File: config.mk
export PLATFORM = sky130hd
export DESIGN_NAME = gio_port
export DESIGN_NICKNAME = d
export VERILOG_FILES = /design/src/include/gio_pkg.sv /design/src/core/gio_port.sv
export SDC_FILE = /design/constraint.sdc
export NUM_CORES = 1
export LEC_CHECK = 0
export BUFFER_PORTS_ARGS = -buffer_cell sky130_fd_sc_hd__buf_2
export CAP_MARGIN = 5
export CORE_MARGIN = 5
export CORE_UTILIZATION = 48
export CTS_CLUSTER_SIZE = 30
export DETAILED_ROUTE_END_ITERATION = 16
export PLACE_DENSITY_LB_ADDON = 0.3
export SYNTH_ARGS = -nofsm -noshare
export SYNTH_HDL_FRONTEND = slang
export SYNTH_SLANG_ARGS = --single-unit
File: constraint.sdc
create_clock -name sys_clk -period 1.4 [get_ports sys_clk]
set_input_delay 0.07 -clock sys_clk [delete_from_list [all_inputs] [get_ports sys_clk]]
set_output_delay 0.07 -clock sys_clk [all_outputs]
set_load 0.01 [all_outputs]
File: src/include/gio_pkg.sv
// package for the general digital i/o port: register map, field layout, reset values
package gio_pkg;

    // ------------------------------------------------------------
    // widths and map
    // ------------------------------------------------------------
    localparam int GIO_PINS = 8;
    localparam int GIO_AW = 2;
    localparam logic [GIO_AW-1:0] ADDR_INPUT_SAMPLE = 2'h0;
    localparam logic [GIO_AW-1:0] ADDR_DIRECTION = 2'h1;
    localparam logic [GIO_AW-1:0] ADDR_OUTPUT_LATCH = 2'h2;
    localparam logic [GIO_AW-1:0] ADDR_MCU_CONTROL = 2'h3;

    // ------------------------------------------------------------
    // mcu control layout and reset values
    // ------------------------------------------------------------
    localparam int PUD_BIT = 4;
    localparam logic [7:0] MCU_CONTROL_RESET = 8'h00;
    localparam logic [7:0] MCU_CONTROL_WMASK = 8'h93;
    localparam logic [7:0] PORT_RESET = 8'h00;

    // ------------------------------------------------------------
    // carriers
    // ------------------------------------------------------------
    typedef struct packed {
        logic wr;
        logic rd;
        logic [GIO_AW-1:0] addr;
        logic [7:0] wdata;
    } gio_req_t;

    typedef struct packed {
        logic [GIO_PINS-1:0] drive_out;
        logic [GIO_PINS-1:0] drive_oe;
        logic [GIO_PINS-1:0] pullup_en;
    } gio_pad_t;

endpackage : gio_pkg

File: src/core/gio_port.sv
// general digital i/o port: registers, pad control and input synchroniser
// Operation
// - direction bit one makes the pin output, zero makes it input
// - input pin with latch one has pull-up; latch zero or output removes it
// - reset tri-states every pin asynchronously, even without clock
// - output pin drives the latch value, with no pull-up
// - writing one to input sample register toggles the latch bit
// - three locations per port: latch, direction read/write, input sample read, where a write toggles latch bits
// - global pull-up disable keeps every pull-up off
// - pull-up only when direction zero, latch one, global disable zero
// - after reset direction and latch are zero: input, no pull-up
// - single bits change without disturbing other pins of the port
// - input sample follows the pad whatever the direction, through two stages
// - first stage captures on falling clock, second loads on rising edge
// - written pin value reads back one clock later; software inserts a nop
// - alternate functions on some pins leave other pins as general i/o
// - global pull-up disable is bit 4 of mcu control, reset zero
`timescale 1ns/100ps
`default_nettype none

module gio_port
    import gio_pkg::*;
(
    // clock and reset
    input wire logic sys_clk,
    input wire logic reset_n,
    // register access
    input wire gio_pkg::gio_req_t req,
    output logic [7:0] rdata,
    // pads
    input wire logic [gio_pkg::GIO_PINS-1:0] pad_in,
    output gio_pkg::gio_pad_t pad,
    // alternate function ownership, one bit per pin
    input wire logic [gio_pkg::GIO_PINS-1:0] alt_own,
    input wire logic [gio_pkg::GIO_PINS-1:0] alt_out,
    input wire logic [gio_pkg::GIO_PINS-1:0] alt_oe
);
    import gio_pkg::*;

    // ------------------------------------------------------------
    // register state
    // ------------------------------------------------------------
    logic [7:0] direction_register;
    logic [7:0] output_latch_register;
    logic [7:0] input_sample_register;
    logic [7:0] mcu_control;
    logic [7:0] sync_latch;
    logic [7:0] next_direction_register;
    logic [7:0] next_output_latch_register;
    logic [7:0] next_mcu_control;
    logic [7:0] next_rdata;
    gio_pad_t next_pad;
    logic wr_direction;
    logic wr_output_latch;
    logic wr_input_sample;
    logic wr_mcu_control;

    // ------------------------------------------------------------
    // helpers
    // ------------------------------------------------------------
    // write strobe aimed at one location of the map
    function automatic logic hit(input gio_req_t r, input logic [GIO_AW-1:0] a);
        hit = r.wr && (r.addr == a);
    endfunction : hit

    // per pin: alternate value where the pin is owned, port value elsewhere
    function automatic logic [GIO_PINS-1:0] pick(
        input logic [GIO_PINS-1:0] port_val,
        input logic [GIO_PINS-1:0] alt_val,
        input logic [GIO_PINS-1:0] own
    );
        pick = (port_val & ~own) | (alt_val & own);
    endfunction : pick

    // pull-up needs input, latch one and the global disable clear
    function automatic logic [GIO_PINS-1:0] pull_mask(
        input logic [GIO_PINS-1:0] dir,
        input logic [GIO_PINS-1:0] latch,
        input logic [7:0] ctrl
    );
        pull_mask = ~dir & latch & {GIO_PINS{~ctrl[PUD_BIT]}};
    endfunction : pull_mask

    // ------------------------------------------------------------
    // register writes
    // ------------------------------------------------------------
    always_comb
    begin
        wr_direction = hit(req, ADDR_DIRECTION);
        wr_output_latch = hit(req, ADDR_OUTPUT_LATCH);
        wr_input_sample = hit(req, ADDR_INPUT_SAMPLE);
        wr_mcu_control = hit(req, ADDR_MCU_CONTROL);
    end

    always_comb
    begin
        next_direction_register = direction_register;
        next_output_latch_register = output_latch_register;
        next_mcu_control = mcu_control;
        // bit instructions arrive as whole-byte writes of a read value, so each pin stays put
        if (wr_direction)
        begin
            next_direction_register = req.wdata;
        end
        if (wr_output_latch)
        begin
            next_output_latch_register = req.wdata;
        end
        // the sample location stores nothing; each one written flips its latch bit
        if (wr_input_sample)
        begin
            next_output_latch_register = output_latch_register ^ req.wdata;
        end
        // reserved bits masked so they always read zero
        if (wr_mcu_control)
        begin
            next_mcu_control = req.wdata & MCU_CONTROL_WMASK;
        end
    end

    always_ff @(posedge sys_clk or negedge reset_n)
    begin
        if (!reset_n)
        begin
            direction_register <= PORT_RESET;
            output_latch_register <= PORT_RESET;
            mcu_control <= MCU_CONTROL_RESET;
        end
        else
        begin
            direction_register <= next_direction_register;
            output_latch_register <= next_output_latch_register;
            mcu_control <= next_mcu_control;
        end
    end

    // ------------------------------------------------------------
    // input synchroniser
    // ------------------------------------------------------------
    // falling-edge stage stands in for the level latch; pad to register is half to one and a half periods
    always_ff @(negedge sys_clk or negedge reset_n)
    begin
        if (!reset_n)
        begin
            sync_latch <= PORT_RESET;
        end
        else
        begin
            sync_latch <= pad_in;
        end
    end

    // a pin driven at one edge shows here one edge later, hence the nop before a read
    always_ff @(posedge sys_clk or negedge reset_n)
    begin
        if (!reset_n)
        begin
            input_sample_register <= PORT_RESET;
        end
        else
        begin
            input_sample_register <= sync_latch;
        end
    end

    // ------------------------------------------------------------
    // pad control
    // ------------------------------------------------------------
    // built from next values so the pins move at the very edge that takes the write
    always_comb
    begin
        next_pad.drive_oe = next_direction_register;
        next_pad.drive_out = next_output_latch_register;
        next_pad.pullup_en = pull_mask(next_direction_register, next_output_latch_register, next_mcu_control);
        // owned pins follow their alternate function, the rest stay general i/o
        next_pad.drive_oe = pick(next_pad.drive_oe, alt_oe, alt_own);
        next_pad.drive_out = pick(next_pad.drive_out, alt_out, alt_own);
        // an alternate function has no pull-up input of its own, so owned pins get no pull-up at all
        next_pad.pullup_en = next_pad.pullup_en & ~alt_own;
    end

    always_ff @(posedge sys_clk or negedge reset_n)
    begin
        if (!reset_n)
        begin
            pad <= '0;
        end
        else
        begin
            pad <= next_pad;
        end
    end

    // ------------------------------------------------------------
    // read data
    // ------------------------------------------------------------
    // reads are always live: the location presented at one edge answers at the next
    always_comb
    begin
        case (req.addr)
            ADDR_INPUT_SAMPLE: next_rdata = input_sample_register;
            ADDR_DIRECTION: next_rdata = direction_register;
            ADDR_OUTPUT_LATCH: next_rdata = output_latch_register;
            ADDR_MCU_CONTROL: next_rdata = mcu_control;
            default: next_rdata = PORT_RESET;
        endcase
    end

    always_ff @(posedge sys_clk or negedge reset_n)
    begin
        if (!reset_n)
        begin
            rdata <= PORT_RESET;
        end
        else
        begin
            rdata <= next_rdata;
        end
    end

endmodule : gio_port

`default_nettype wire

Word-level counts from Yosys, hierarchy flattened:

Cells that the tools add are included.

* flip-flop bits (word level): 68
* input port bits: 46
* output and inout port bits: 32

* eq/ne operators: 3
* mux-type cells: 5
* bitwise gates (word level): 13
* reduce and logical (&&, ||, !) cells: 5

Operator list (count)
* $and A8 B8 Y8: 7
* $pmux W8 S4: 1
* $mux W8: 3
* $not A8 Y8: 2
* $or A8 B8 Y8: 2
* $xor A8 B8 Y8: 1
* $mux W5: 1
* $eq A2 B2 Y1 const B: 2
* $logic_and A1 B1 Y1: 4
* $eq A2 B1 Y1 const B: 1
* $logic_not A2 Y1: 1
* $not A1 Y1: 1

Logic depth before layout (Yosys ltp):

* depth after elaboration: 7
* mapped depth: 6

==> run summary <==
The total number of nets in the final design came out at 350. The area of the mapped netlist was 0.002613 sq mm. In the post-synthesis netlist, the biggest area contributors are sky130_fd_sc_hd__dfrtp_1 57%, sky130_fd_sc_hd__dfrtn_1 7.7%, sky130_fd_sc_hd__mux2_2 4.7%.

The synthesized netlist contains 24 unique library cells. The worst reg2reg path endpoint is input_sample_register[2]. Routability-driven placement finished with a final weighted congestion of 0.7581. After clock tree synthesis, the clock-pin slew on the worst setup and hold paths is 0.06 ns.

In this run the vertical extent of the chip is 83.78 microns. The maximum fanout along the worst path was 1; the portion of total power attributed to the clock network was 32.6%. Synthesis produced a netlist with a net count of 233.

A synthesized cell averages 13.97 sq um. The maximum buffer depth of the clock tree is 2, and the multiplexer fraction of the synthesized cell area is 14.85%. Net switching is 24.78% of the power.

For the worst flop-to-flop path, the logic depth is 0. The tools report the origin of the worst setup path as sync_latch[2]. The worst setup path endpoint is input_sample_register[2]. For the sequential cell fraction of total power, the log shows 49.7%. The die covers 0.007018 sq mm. Dividing the detail-routed via count by the number of cells gives 4.746. The residual antenna-violating net count after detailed routing was 0; the power density over cell area was 1298 mW/mm^2.

The logic depth of the worst path, buffers included is 0, and the maximum vdd drop is 0.7209 mV. Counting flops with an async set or reset pin after synthesis yields a share of 100.0%. Setup total negative slack on the finished layout was measured at 0 ns.

The biggest area contributor in the post-synthesis netlist is sky130_fd_sc_hd__dfrtp_1. The final worst clock skew is 0.008228 ns, and the XOR/XNOR share of the synthesized area is 0%. The wire length of the first global-routing pass is 9377 microns. The tools report the launching point of the worst reg2reg path as sync_latch[2]. Counting every instance in the synthesized netlist gives 187.

Internal power comes to 3485 uW. After synthesis, the largest family of logic cells by area is multiplexers. Final-layout fill cell count: 377.

Setup violations remaining at the end of the flow were counted as 0. Input and output buffers added on the ports amount to 76. In the routed design, unresolved DRC markers number 0. Sequential elements use 65.13% of the synthesized area.

For the via total after detailed routing, the log shows 1794. The tools report the H-tree level count as 3. The maximum number of pins on one net before global-route repair was 54; the fraction of the mapped netlist area in simple logic gates was 10.20%. The tools report the final hold violation count as 0.

Summed over all cells, the static leakage comes to 0.001829 uW. TritonCTS built the clock tree. In this run the clock root is driven by a sky130_fd_sc_hd__clkbuf_8.

The via count of the first global-routing pass is 1958. The startpoint-to-endpoint class of the critical path is register to register. The synthesized design devotes to its leading area cell type 57.47% of total area. The most used flip-flop cell after synthesis is sky130_fd_sc_hd__dfrtp_1. Yosys printed 0 warnings.

The worst-skew pair later-pin latency was 0.33 ns. The logs give 0 for the total count of max-transition violations in the final report and 0 for the final antenna diode count. The share of cells above drive strength 1 was 42.86%; the detailed placer's ending HPWL was 3710 microns. The cell count after placement is 338, and the routed wirelength normalized by instance count is 14.42 microns. For this block, the initial DRC count from the detailed router was 72. At the worst endpoint, the arrival time is 1.43 ns.

Global routing finished with a remaining overflow of 0. Initial antenna violation count: 0. The total iterations of the first detailed-routing run came out at 4. Power comes to 4633 uW. For the number of maximum-capacitance constraint violations, the log shows 0. The chip width is 83.78 microns, and the count of state elements after synthesis is 68. The adder and majority gate portion of the synthesized area is 0%.

In this run, synthesis inferred 0 flip-flops with an integrated enable. The capturing element type of the critical path is a register. The non-filler instance count after layout came out at 378. Cells fill 68.58% of the core in the end. The logs give 9 for the number of clock buffers inserted by TritonCTS and 26 for the number of core rows. The complex-gate fraction of the synthesized area is 6.130%, and the required time of the critical path is 1.66 ns. The total area inside the core boundary comes to 0.005205 sq mm. For the pin with the worst max-slew slack, the measured transition is 0.6497 ns. The tools report the final design area excluding fillers as 0.003570 sq mm. Summing all placed instances gives a cell area of 0.003136 sq mm. The number of gates resized after CTS was 0.

The register-to-register setup slack came out at 0.24 ns. The tools report the worst max-slew margin expressed relative to the limit as 56.60%. In this run the count of I/O pins placed on the die edge is 78. The run gives 1148 uW as the switching power total. The logs give 50.19% for the starting utilization of the core area and 16.98% for the total track usage. Compared with the post-synthesis result, the final layout area differs by 36.64%. The flow ran to the end, and the final reports show no timing, DRC or antenna violations. The tools report the number of sinks on the clock net as 68. Setup repair after global routing left no endpoint under its margin. The worst setup path is launched from a register. The worst hold path belongs to the class primary input to register. The tools report the part of the total power dissipated in combinational logic as 17.8%. Summed over all layers, the routed wires come to 5449 microns.
## what timing repair did
item                      CTS  global route
setup buffers               0             0
hold buffers               25             0
hold endpoints to repair   59             0
## cells in the final DEF, fill, tap and decap left out, drive strengths merged
| cell type | n |
|---|---|
| buf | 86 |
| dfrtp | 60 |
| dlygate4sd3 | 25 |
| mux2 | 19 |
| inv | 17 |
| nor2 | 16 |
| clkbuf | 13 |
| nand2 | 12 |
| o21ai | 12 |
| o211ai | 8 |
| and3 | 8 |
| a21oi | 8 |
| dfrtn | 8 |
| mux2i | 5 |
| mux4 | 4 |
| nor2b | 2 |
| nand3b | 1 |
| nand2b | 1 |
| nand3 | 1 |
| clkinv | 1 |
| bufinv | 1 |
## synthesized netlist by cell type, types with 8 or more instances
library cell	instances
sky130_fd_sc_hd__mux2_4	8
sky130_fd_sc_hd__o21ai_1	8
sky130_fd_sc_hd__inv_1	17
sky130_fd_sc_hd__nor2_1	8
sky130_fd_sc_hd__mux2_2	11
sky130_fd_sc_hd__dfrtn_1	8
sky130_fd_sc_hd__nor2_4	8
sky130_fd_sc_hd__and3_1	8
sky130_fd_sc_hd__nand2_1	12
sky130_fd_sc_hd__o211ai_1	8
sky130_fd_sc_hd__a21oi_1	8
sky130_fd_sc_hd__dfrtp_1	60
## per-stage QoR
stage | hold WS [ns] | setup slack [ns]
after floorplan | -0.2256 | 0.2781
after global placement | 0.08358 | 0.06103
after detailed placement | 0.08739 | 0.007393
after CTS | 0.01112 | 0.2436
after global routing | 0.02905 | 0.1875
final | 0.02126 | 0.2355
## final cells by class
| cell class | count | area (sq um) | share of cell area [%] |
|---|---|---|---|
| Multi-Input combinational cell | 97 | 814.5 | 22.82 |
| Sequential cell | 68 | 1702 | 47.67 |
| Inverter | 17 | 63.81 | 1.788 |
| Tap cell | 70 | 87.58 | 2.454 |
| Clock inverter | 2 | 35.03 | 0.9814 |
| Clock buffer | 13 | 148.9 | 4.171 |
| Timing Repair Buffer | 111 | 718.2 | 20.12 |
## kinds of logic (layout without fill, tap and decap cells)
| kind of cell | count (synthesis) | after routing |
|---|---|---|
| DFF | 68 | 68 |
| and+or+nand+nor | 41 | 41 |
| AOI/OAI and AO/OA | 28 | 28 |
| muxes | 28 | 28 |
| buffers and inverters | 22 | 143 |
## worst min-delay path by stage
stage / from / to / cells past startpoint
finish: req[1] / mcu_control[1] / 2
global route: req[7] / mcu_control[7] / 2
CTS: req[1] / mcu_control[1] / 2
detailed placement: reset_n / pad[15] / 2
global placement: reset_n / direction_register[7] / 2
floorplan: reset_n / direction_register[0] / 0
## registers in the layout, summed over array words and instances, names as in the netlist
name and cells:
rdata 8, output_latch_register 8, input_sample_register 8, sync_latch 8, mcu_control 4, direction_register 8
pad 24
## power by group through the flow
| stage | clock (uW) | combinational [uW] | sequential, uW |
|---|---|---|---|
| 4_1_cts | 1550 | 833 | 2300 |
| 3_5_place_dp | 0 | 776 | 2340 |
| 5_1_grt | 1650 | 909 | 2330 |
| 6_report | 1510 | 823 | 2300 |
| 2_1_floorplan | 0 | 372 | 2380 |
| 3_3_place_gp | 0 | 761 | 2330 |
## metal layers
metal  vias up  track usage, %  wire length, microns
met3         8           5.726                   371
met1       866           20.45                  2211
met2        54           27.98                  2792
met5         -               0                     0
li1        866               -                     -
met4         0           6.871                    74
Note: power is estimated with default switching activity, not from simulation.
